--- src/cbbc_consts.svh ---
// constants for the carry branch / bit clear execution block
// assumes: included by the package user and the top module
`ifndef CBBC_CONSTS_SVH
`define CBBC_CONSTS_SVH
`define CBBC_OP_BRANCH_HI   8'hE2
`define CBBC_OP_BITCLR      4'h9
`define CBBC_PC_WIDTH       21
`define CBBC_ADDR_WIDTH     12
`define CBBC_PC_STEP        21'h000002
`define CBBC_ACCESS_SPLIT   8'h60
`define CBBC_ACCESS_HI_BANK 4'hF
`define CBBC_BIT_POS_LSB    9
`define CBBC_BANK_FLAG_POS  8
`define CBBC_PC_RESET       21'h000000
`endif

--- src/cbbc_pkg.sv ---
// types for the carry branch / bit clear execution block
// assumes: cbbc_consts.svh is on the include path
`include "cbbc_consts.svh"
package cbbc_pkg;
   typedef enum logic [2:0] {
      CBBC_EXEC  = 3'h1,
      CBBC_STALL = 3'h2,
      CBBC_IDLE  = 3'h4
   } cbbc_state_e;
   // data memory write request
   typedef struct packed {
      logic                         wr;
      logic [`CBBC_ADDR_WIDTH-1:0] addr;
      logic [7:0]                   data;
   } cbbc_dwr_s;
   // fetch stage handoff
   typedef struct packed {
      logic        valid;
      logic [15:0] word;
   } cbbc_instr_s;
endpackage

--- src/cbbc_exec.sv ---
// execution of the carry branch and the register bit clear instructions
// assumes: one clk_in edge per instruction cycle (Q1..Q4 folded into it);
// the fetch stage offers one word at a time and holds off while stall_out is high
// Notes on behaviour
// - branch: one word, one cycle, two if taken
// - taken: decode, read, process, write pc; then nop
// - taken target is address plus two plus 2n
// - clear only the indexed bit, keep others
// - bank flag zero uses access bank
// - bank flag one uses bank select register
// - branch only when carry equals one
// - offset signed, doubled, added to incremented pc
`include "cbbc_consts.svh"
`timescale 1ns/1ps
`default_nettype none
module cbbc_exec (
   // clock and reset
   input  wire logic                          clk_in,
   input  wire logic                          rst_in,
   // fetch stage
   input  wire cbbc_pkg::cbbc_instr_s         instr_in,
   input  wire logic [`CBBC_PC_WIDTH-1:0]     instr_addr_in,
   input  wire logic                          carry_in,
   input  wire logic [3:0]                    bank_select_register_in,
   // data memory read port, combinational answer for the decoded address
   output logic [`CBBC_ADDR_WIDTH-1:0]        rd_addr_out,
   input  wire logic [7:0]                    rd_data_in,
   // results
   output var cbbc_pkg::cbbc_dwr_s            dwr_out,
   output logic [`CBBC_PC_WIDTH-1:0]          program_counter_out,
   output logic                               pc_load_out,
   output logic                               stall_out,
   output logic                               status_write_out
);
   import cbbc_pkg::*;

   // ==========================================================
   // decode
   logic                          is_branch;
   logic                          is_clear;
   logic                          take;
   logic [2:0]                    bit_idx;
   logic                          bank_flag;
   logic [7:0]                    reg_field;
   logic [`CBBC_ADDR_WIDTH-1:0]   data_addr;
   logic [`CBBC_PC_WIDTH-1:0]     target;
   logic [`CBBC_PC_WIDTH-1:0]     next_seq;
   logic [`CBBC_PC_WIDTH-1:0]     offset_x2;
   logic [7:0]                    cleared;
   cbbc_state_e                   state_reg;
   cbbc_state_e                   state_next;
   logic                          ready;

   assign ready     = (state_reg == CBBC_EXEC);
   assign is_branch = ready && instr_in.valid && (instr_in.word[15:8] == `CBBC_OP_BRANCH_HI);
   assign is_clear  = ready && instr_in.valid && (instr_in.word[15:12] == `CBBC_OP_BITCLR);
   assign take      = is_branch && carry_in;
   assign bit_idx   = instr_in.word[`CBBC_BIT_POS_LSB+2:`CBBC_BIT_POS_LSB];
   assign bank_flag = instr_in.word[`CBBC_BANK_FLAG_POS];
   assign reg_field = instr_in.word[7:0];

   // access bank splits low page and the top bank; bank select is used only when the bank flag is one
   always_comb begin
      if (!bank_flag) begin
         if (reg_field < `CBBC_ACCESS_SPLIT) begin
            data_addr = {4'h0, reg_field};
         end else begin
            data_addr = {`CBBC_ACCESS_HI_BANK, reg_field};
         end
      end else begin
         data_addr = {bank_select_register_in, reg_field};
      end
   end

   // offset is sign extended then doubled; the base is the already stepped pc
   assign next_seq  = instr_addr_in + `CBBC_PC_STEP;
   assign offset_x2 = {{(`CBBC_PC_WIDTH-9){instr_in.word[7]}}, instr_in.word[7:0], 1'b0};
   assign target    = next_seq + offset_x2;

   assign cleared = rd_data_in & ~(8'h01 << bit_idx);
   assign rd_addr_out = data_addr;

   // ==========================================================
   // sequencing
   // idle makes the first instruction wait one edge after reset and is also where any illegal state code recovers to
   always_comb begin
      case (state_reg)
         CBBC_IDLE:  state_next = CBBC_EXEC;
         CBBC_EXEC:  state_next = take ? CBBC_STALL : CBBC_EXEC;
         CBBC_STALL: state_next = CBBC_EXEC;
         default:    state_next = CBBC_IDLE;
      endcase
   end

   always_ff @(posedge clk_in) begin
      if (rst_in) begin
         state_reg <= CBBC_IDLE;
      end else begin
         state_reg <= state_next;
      end
   end

   // stall flags the nop cycle of a taken branch
   always_ff @(posedge clk_in) begin
      if (rst_in) begin
         stall_out <= 1'b0;
      end else begin
         stall_out <= take;
      end
   end

   // ==========================================================
   // program counter load
   always_ff @(posedge clk_in) begin
      if (rst_in) begin
         program_counter_out <= `CBBC_PC_RESET;
         pc_load_out         <= 1'b0;
      end else begin
         pc_load_out <= take;
         if (take) begin
            program_counter_out <= target;
         end
      end
   end

   // ==========================================================
   // data write
   // read and modify share the decode cycle, the write reaches memory two edges later,
   // so a clear right behind another clear of the same register would read stale data
   always_ff @(posedge clk_in) begin
      if (rst_in) begin
         dwr_out <= '0;
      end else begin
         dwr_out.wr   <= is_clear;
         dwr_out.addr <= data_addr;
         dwr_out.data <= cleared;
      end
   end

   // ==========================================================
   // status; neither instruction here changes a flag
   always_ff @(posedge clk_in) begin
      if (rst_in) begin
         status_write_out <= 1'b0;
      end else begin
         status_write_out <= 1'b0;
      end
   end

   // ==========================================================
   // checks
   // branch path
   a_taken_loads_pc: assert property (@(posedge clk_in) disable iff (rst_in)
      take |=> pc_load_out && program_counter_out == $past(target))
      else $error("pc not loaded");
   a_untaken_no_load: assert property (@(posedge clk_in) disable iff (rst_in)
      (is_branch && !carry_in) |=> !pc_load_out && !stall_out)
      else $error("untaken branch loaded");
   a_nop_cycle: assert property (@(posedge clk_in) disable iff (rst_in)
      take |=> stall_out ##1 (state_reg == CBBC_EXEC))
      else $error("no single nop cycle");
   a_two_cycles: assert property (@(posedge clk_in) disable iff (rst_in)
      take |=> !ready ##1 ready)
      else $error("taken branch not two cycles");
   a_offset_double: assert property (@(posedge clk_in) disable iff (rst_in)
      take |=> program_counter_out[0] == $past(instr_addr_in[0]))
      else $error("offset not doubled");
   a_load_pulse: assert property (@(posedge clk_in) disable iff (rst_in)
      pc_load_out |=> !pc_load_out)
      else $error("pc load longer than one cycle");
   a_stall_pulse: assert property (@(posedge clk_in) disable iff (rst_in)
      stall_out |=> !stall_out)
      else $error("nop cycle longer than one cycle");
   a_stall_refuses: assert property (@(posedge clk_in) disable iff (rst_in)
      stall_out |=> !pc_load_out && !dwr_out.wr)
      else $error("work accepted in nop cycle");
   a_pc_holds: assert property (@(posedge clk_in) disable iff (rst_in)
      !take |=> $stable(program_counter_out))
      else $error("pc moved without taken branch");
   // bit clear path
   a_clear_bit: assert property (@(posedge clk_in) disable iff (rst_in)
      is_clear |=> dwr_out.wr && dwr_out.data == ($past(rd_data_in) & ~(8'h01 << $past(bit_idx))))
      else $error("bit clear value wrong");
   a_clear_target: assert property (@(posedge clk_in) disable iff (rst_in)
      is_clear |=> !dwr_out.data[$past(bit_idx)])
      else $error("selected bit not cleared");
   a_clear_others: assert property (@(posedge clk_in) disable iff (rst_in)
      is_clear |=> (dwr_out.data | (8'h01 << $past(bit_idx))) == ($past(rd_data_in) | (8'h01 << $past(bit_idx))))
      else $error("other bits changed");
   a_access_bank: assert property (@(posedge clk_in) disable iff (rst_in)
      (is_clear && !bank_flag) |=> dwr_out.addr[11:8] == 4'h0 || dwr_out.addr[11:8] == 4'hF)
      else $error("access bank not used");
   a_access_low: assert property (@(posedge clk_in) disable iff (rst_in)
      (is_clear && !bank_flag && reg_field < `CBBC_ACCESS_SPLIT)
      |=> dwr_out.addr == {4'h0, $past(reg_field)})
      else $error("access bank low page wrong");
   a_access_high: assert property (@(posedge clk_in) disable iff (rst_in)
      (is_clear && !bank_flag && reg_field >= `CBBC_ACCESS_SPLIT)
      |=> dwr_out.addr == {`CBBC_ACCESS_HI_BANK, $past(reg_field)})
      else $error("access bank high page wrong");
   a_bank_select: assert property (@(posedge clk_in) disable iff (rst_in)
      (is_clear && bank_flag) |=> dwr_out.addr == {$past(bank_select_register_in), $past(reg_field)})
      else $error("bank select not used");
   a_no_status: assert property (@(posedge clk_in) disable iff (rst_in)
      is_clear |=> !status_write_out && !pc_load_out)
      else $error("clear touched status");
   a_write_only_clear: assert property (@(posedge clk_in) disable iff (rst_in)
      !is_clear |=> !dwr_out.wr)
      else $error("write without bit clear");
   // reset and status
   a_status_quiet: assert property (@(posedge clk_in) disable iff (rst_in)
      !status_write_out)
      else $error("status write raised");
   a_reset_quiet: assert property (@(posedge clk_in)
      rst_in |=> !pc_load_out && !stall_out && !dwr_out.wr && !status_write_out)
      else $error("outputs active after reset");
   c_taken: cover property (@(posedge clk_in) disable iff (rst_in) take);
   c_nop_cycle: cover property (@(posedge clk_in) disable iff (rst_in) stall_out);
   c_untaken: cover property (@(posedge clk_in) disable iff (rst_in) is_branch && !carry_in);
   c_clear_banked: cover property (@(posedge clk_in) disable iff (rst_in) is_clear && bank_flag);
   c_clear_access: cover property (@(posedge clk_in) disable iff (rst_in) is_clear && !bank_flag);
endmodule
`default_nettype wire

--- config.mk ---
export PLATFORM = sky130hd
export DESIGN_NAME = cbbc_exec
export DESIGN_NICKNAME = d
export VERILOG_FILES = /design/src/cbbc_pkg.sv /design/src/cbbc_exec.sv
export VERILOG_INCLUDE_DIRS = /design/src
export SDC_FILE = /design/constraint.sdc
export NUM_CORES = 1
export LEC_CHECK = 0
export BUFFER_PORTS_ARGS = -buffer_cell sky130_fd_sc_hd__clkbuf_2
export CAP_MARGIN = 20
export CORE_UTILIZATION = 45
export DETAILED_ROUTE_END_ITERATION = 7
export PLACE_DENSITY = 0.75
export SLEW_MARGIN = 40
export SYNTH_ARGS = -nofsm -noshare
export SYNTH_HDL_FRONTEND = slang
export SYNTH_SLANG_ARGS = --single-unit
--- constraint.sdc ---
create_clock -name clk_in -period 4.6 [get_ports clk_in]
set_clock_uncertainty 0.1 [all_clocks]
set_input_delay 0.92 -clock clk_in [delete_from_list [all_inputs] [get_ports clk_in]]
set_output_delay 0.92 -clock clk_in [all_outputs]
set_load 0.005 [all_outputs]
==> metrics, run 1 <==
via count=between 2000 and 3000; Core Area=5991 sq um; reg2reg path depth=5; Clock transition at path regs=~0.090 ns; most frequent cells in the layout=108 x clkbuf_2, 46 x dfxtp_1, 37 x ha_1, 34 x nand2_1, 26 x a21oi_1; critical path required time=around 4.7 ns; Clock Tree Root=clkbuf_8; pin count of the biggest net entering global routing=38; final worst-path cycle share=72.44%; DR WL/cell=between 10 and 15 um; Worst setup EP type=register; Tightest Pin Transition=0.7788 ns; clk buf depth=2; Pre-antenna DRT Iters=4; Cell Int Power=640.6 uW; DR iter-0 viols=79; Static Leak=approximately 1.7 nW; DRC errors left=0; row cnt=28; critical-path maximum fanout=16; Net Sw Frac=roughly a third; Ports=between 100 and 150; first-pass GRT wire length=around 11000 um; crit path kind=input pin to register; most common cell after layout, fill and taps aside=clkbuf_2; Distinct cells, synth=between 50 and 60; Syn Area/Cell=approximately 8.6 sq um; clock latency on the worst-skew pair=around 0.3 ns; Starting Density=a little under half; antenna-violating nets left=0; FMAX=between 0.3 and 0.4 GHz; Clk pwr share=27.2%; Cell Area, Synth=between 2000 and 3000 sq um; PortBufs=108; gp weighted congestion=a little under 0.8; DP HPWL=roughly 5300 um; Routed Wire Length=~6700 um; Post-Route Utilization=57.02%; die width=81.33 um; unrepaired setup endpoints after global routing=false; share of layout cells above drive strength 1=29.67%; fin nets=508; CTS tree=built; Gate power share=27.2%; cts repair resizes=0; clock net sink count=46; Final Hold Viols=0; Max-Cap Viols=0; max_slew headroom=48.08%; Synth Register Bits=46; startpoint class of the critical path=input pin; placed insts=around 490; vias in the first global route=between 2000 and 2500; ys flop type=dfxtp_1; peak supply drop=0.0001779 V; Worst Path Arrival=about 3.4 ns; minimum clock period=between 3 and 4 ns; setup_tns=0 ns; pwr dens=~270 nW/um^2; CTS H-tree lvls=2; sequential cell fraction of total power=45.6%; diode count=0; antenna violations before repair=0; fin cells=about 490; area delta synth->final=20.64%; Worst Hold Class=register to register; P_sw=between 200 and 300 uW; total congestion overflow=0; DR vias/cell=approximately 5.4; Async S/R FF share, synth=0%; final setup fails=0; Die Footprint=approximately 6600 sq um; Num CTS Buffers=5; Cells after Synth=between 300 and 400; Synth Warn #=0; Slew Limit Fails=0; sequential area share after synthesis=about 33%; Post-Synthesis Net Count=between 400 and 500; Hold-fix buffers, CTS=0; die extent in y=81.33 um; GRT Util Overall=a little over 20%; Post-CTS Setup Bufs=0; hold path depth=2; outcome=finished, final reports clean; Post-synth EDFFs=0
## kinds of logic after synthesis
kind of cell | synth area share (%)
multiplexers | 0.7071
AND/OR/NAND/NOR | 22.76
buffers and inverters | 7.423
flip-flops | 32.52
other | 0.1324
XOR/XNOR | 3.402
AO/OA/AOI/OAI | 16.00
adder cells (fa/ha/maj) | 17.06
## stage by stage
step	hold slack (ns)	total power [mW]	instance area (sq um)	setup WS, ns
finish	0.3558	0.9370	3416	1.268
floorplan	0.3482	0.6169	2831	1.415
global placement	0.3370	0.6838	3323	1.069
CTS	0.3577	0.9464	3416	1.281
global route	0.3858	1.001	3416	1.098
detailed placement	0.3454	0.6897	3323	0.9720
## power groups by stage
stage / logic, mW / registers (mW) / clock network [mW]
6_report: 0.255 / 0.427 / 0.255
5_1_grt: 0.287 / 0.430 / 0.284
4_1_cts: 0.255 / 0.427 / 0.264
3_5_place_dp: 0.254 / 0.436 / 0
3_3_place_gp: 0.249 / 0.435 / 0
2_1_floorplan: 0.181 / 0.436 / 0
## cell type report
class / instances / area (sq um)
clock buffer: 5 / 68.82
clock inverter: 3 / 23.77
fill: 550 / 2575
inverter: 18 / 67.56
multi-input combinational: 238 / 1700
sequential: 46 / 920.9
tap: 75 / 93.84
timing repair buffer: 108 / 540.5
## critical path, cell delays in order
cell      delay (ns)
clkbuf_2        0.26
ha_1            0.37
ha_1            0.38
a21oi_2         0.26
a41oi_1         0.14
a311o_1         0.35
a41oi_2         0.27
o31a_1          0.23
nand3_1         0.11
o311ai_2        0.13
## metal layers
metal  share of wire, %  global-route usage [%]
met1                 43                   24.00
met5                  0                       0
met2                 50                   38.08
met4                1.2                   6.071
met3                4.9                   3.483
## cells in the mapped netlist (2+ instances only)
cell type	n	share of area (%)
and2_1	4	0.88
o21a_1	2	0.53
nand3_1	16	2.8
a211oi_1	3	0.80
inv_1	18	2.4
a21o_1	3	0.80
or4_1	2	0.53
buf_2	5	0.88
mux2i_1	2	0.71
ha_1	37	16
a311oi_1	3	0.93
clkbuf_1	10	1.3
nor2b_1	10	2.2
dfxtp_1	46	33
o211ai_1	4	1.1
a21oi_1	26	4.6
nand2_1	34	4.5
and3_1	3	0.66
nor3_1	8	1.4
a31oi_1	4	0.88
xnor2_1	7	2.2
o21ai_0	6	1.1
nand4_1	7	1.5
o311a_1	3	1.1
nor4b_1	2	0.62
xor2_1	4	1.2
and4_1	3	0.93
nor2_1	20	2.7
buf_4	10	2.7
## path summary, 6_finish.rpt
check | from | end | slack, ns
setup / recovery | instr_in[7] | program_counter_out[20] | 1.27
hold / removal | program_counter_out[0] | program_counter_out[0] | 0.36
setup reg to reg | state_reg[2] | program_counter_out[12] | 2.16
hold reg to reg | program_counter_out[0] | program_counter_out[0] | 0.36
(Power assumes the default switching activity.)
==> run 2, diff against run 1 <==
==> constraint.sdc (replaced) <==
create_clock -name clk_in -period 3.3 [get_ports clk_in]
set_clock_uncertainty 0.1 [all_clocks]
set_input_delay 0.66 -clock clk_in [delete_from_list [all_inputs] [get_ports clk_in]]
set_output_delay 0.66 -clock clk_in [all_outputs]
set_load 0.005 [all_outputs]
==> run 2 against run 1 <==
Register-to-register slack worse by 0.90 ns. First-iteration DRC count is 18% higher. Global-route usage shrank 0.20 points. Sequential power increased by 40%. Critical path type unchanged. Hold slack worse by 0.0011 ns. Final area grew 0.88%. Flip-flop and latch count unchanged. Final cell count grew 0.81%. Die area unchanged. Setup slack worse by 0.96 ns.
==> metrics, run 2 (synthesized netlist as in run 1, its figures left out) <==
outcome=finished, final reports clean; first-pass GRT wire length=10650 um (+0.85%); PortBufs=108 (unchanged); share of layout cells above drive strength 1=30.33% (+0.67 points); setup_tns=0 ns (unchanged); crit path kind=input pin to register; Clock Tree Root=clkbuf_8; Overall Power=1.306 mW (+39%); max_slew headroom=57.92% (+9.8 points); critical-path maximum fanout=10 (-6); Max-Cap Viols=0 (unchanged); Core Area=5991 sq um (unchanged); number of fillers in the final layout=554 (+0.73%); Slowest-stage cell, CP=ha_1; Routed Wire Length=6745 um (+0.40%); cts repair resizes=0 (unchanged); unrepaired setup endpoints after global routing=false; Pre-antenna DRT Iters=4 (unchanged); crit-path cells=clkbuf_2 -> ha_1 -> ha_1 -> a21oi_2 -> a41oi_1 -> a311o_1 -> a41oi_2 -> o21ai_0 -> o221ai_1 -> a21oi_1; peak supply drop=0.0002151 V (+21%); fin nets=512 (+0.79%); Worst Path Arrival=3.07 ns (-0.36 ns); die extent in y=81.33 um (unchanged); Starting Density=47.26% (unchanged); Post-CTS Setup Bufs=0 (unchanged); Worst setup EP type=register; Num CTS Buffers=5 (unchanged); row cnt=28 (unchanged); most used cell, CP=ha_1; die width=81.33 um (unchanged); Tightest Pin Transition=0.6305 ns (-0.1484 ns); r2r setup slk=1.26 ns (-0.90 ns); critical path required time=3.37 ns (-1.33 ns); minimum clock period=roughly 3 ns; via count=2651 (-0.038%); startpoint class of the critical path=input pin; antenna violations before repair=0 (unchanged); gp weighted congestion=0.8077 (+2.9%); delay of the slowest cell on the worst path=0.39 ns (about the same); clk buf depth=2 (unchanged); Die Footprint=6614 sq um (unchanged); Ports=110 (unchanged); Placement Setup Slack=0.03404 ns (-0.9379 ns); Slew Limit Fails=0 (unchanged); Final WS setup=0.3028 ns (-0.9648 ns); final worst-path cycle share=roughly 91%; antenna-violating nets left=0 (unchanged); FMAX=roughly 0.33 GHz; CTS tree=built; DR WL/cell=13.57 um (-0.41%); diode count=0 (unchanged); vias in the first global route=2484 (+3.5%); clock net sink count=46 (unchanged); area delta synth->final=21.70%; pin count of the biggest net entering global routing=23 (-39%); total congestion overflow=0 (unchanged); DR iter-0 viols=93 (+18%); DR vias/cell=5.334 (-0.84%); Final Hold Viols=0 (unchanged); final setup fails=0 (unchanged); Worst Hold Class=register to register; CTS H-tree lvls=2 (unchanged); DRC errors left=0 (unchanged); most frequent cells in the layout=108 x clkbuf_2, 46 x dfxtp_1, 37 x ha_1, 34 x nand2_1, 26 x a21oi_1; pwr dens=379.0 nW/um^2 (+38%); clock latency on the worst-skew pair=0.30 ns (about the same); most common cell after layout, fill and taps aside=clkbuf_2; Hold-fix buffers, CTS=0 (unchanged); Static Leak=1.672 nW (+1.2%); Clock transition at path regs=0.09 ns (about the same); GRT Util Overall=20.44% (-0.20 points); DP HPWL=5447 um (+3.4%)
## run 2: cell types whose count changed in the layout (fill, tap and decap cells not counted)
cell   delta
buf_4     +4
## run 2: critical path, delay by kind of cell
family	cells	cell delay, ns
buffers and inverters	1	0.21
AO/OA/AOI/OAI	7	1.47
adder cells (fa/ha/maj)	2	0.73
## run 2: final timing paths
check,from,to,depth (start not counted)
setup / recovery,instr_in[7],program_counter_out[18],10
hold / removal,program_counter_out[0],program_counter_out[0],2
setup reg to reg,state_reg[2],program_counter_out[4],7
hold reg to reg,program_counter_out[0],program_counter_out[0],2
## run 2: per-layer routing
| metal | global-route usage (%) | vias to the layer above | wire length (um) |
|---|---|---|---|
| met5 | 0 | - | 0 |
| met4 | 7.143 | 0 | 86 |
| met3 | 2.809 | 8 | 405 |
| met2 | 37.83 | 84 | 3341 |
| met1 | 23.64 | 1209 | 2912 |
| li1 | - | 1350 | - |
## run 2: cell type report
type | instances | area (sq um) | share of cell area [%]
timing repair buffer | 112 | 570.5 | 16.56
multi-input combinational | 238 | 1700 | 49.35
clock inverter | 3 | 23.77 | 0.6899
sequential | 46 | 920.9 | 26.72
inverter | 18 | 67.56 | 1.961
clock buffer | 5 | 68.82 | 1.997
tap | 75 | 93.84 | 2.723
## run 2: per-stage QoR
stage          utilization (%)  cell area (sq um)  cells  hold slack [ns]
2_1_floorplan                -               2831    328           0.3482
3_3_place_gp             55.97               3353    489           0.3378
3_5_place_dp             55.97               3353    489           0.3454
4_1_cts                  57.52               3446    497           0.3580
5_1_grt                  57.52               3446    497           0.3831
6_report                 57.52               3446    497           0.3546
## run 2: where the power goes
| part | switching, mW | total (mW) | internal (mW) | leakage (nW) |
|---|---|---|---|---|
| Combinational | 0.196 | 0.358 | 0.161 | 1.25 |
| Sequential | 0.0138 | 0.596 | 0.582 | 0.377 |
| Clock | 0.201 | 0.353 | 0.152 | 0.0408 |
| Total | 0.411 | 1.31 | 0.895 | 1.67 |
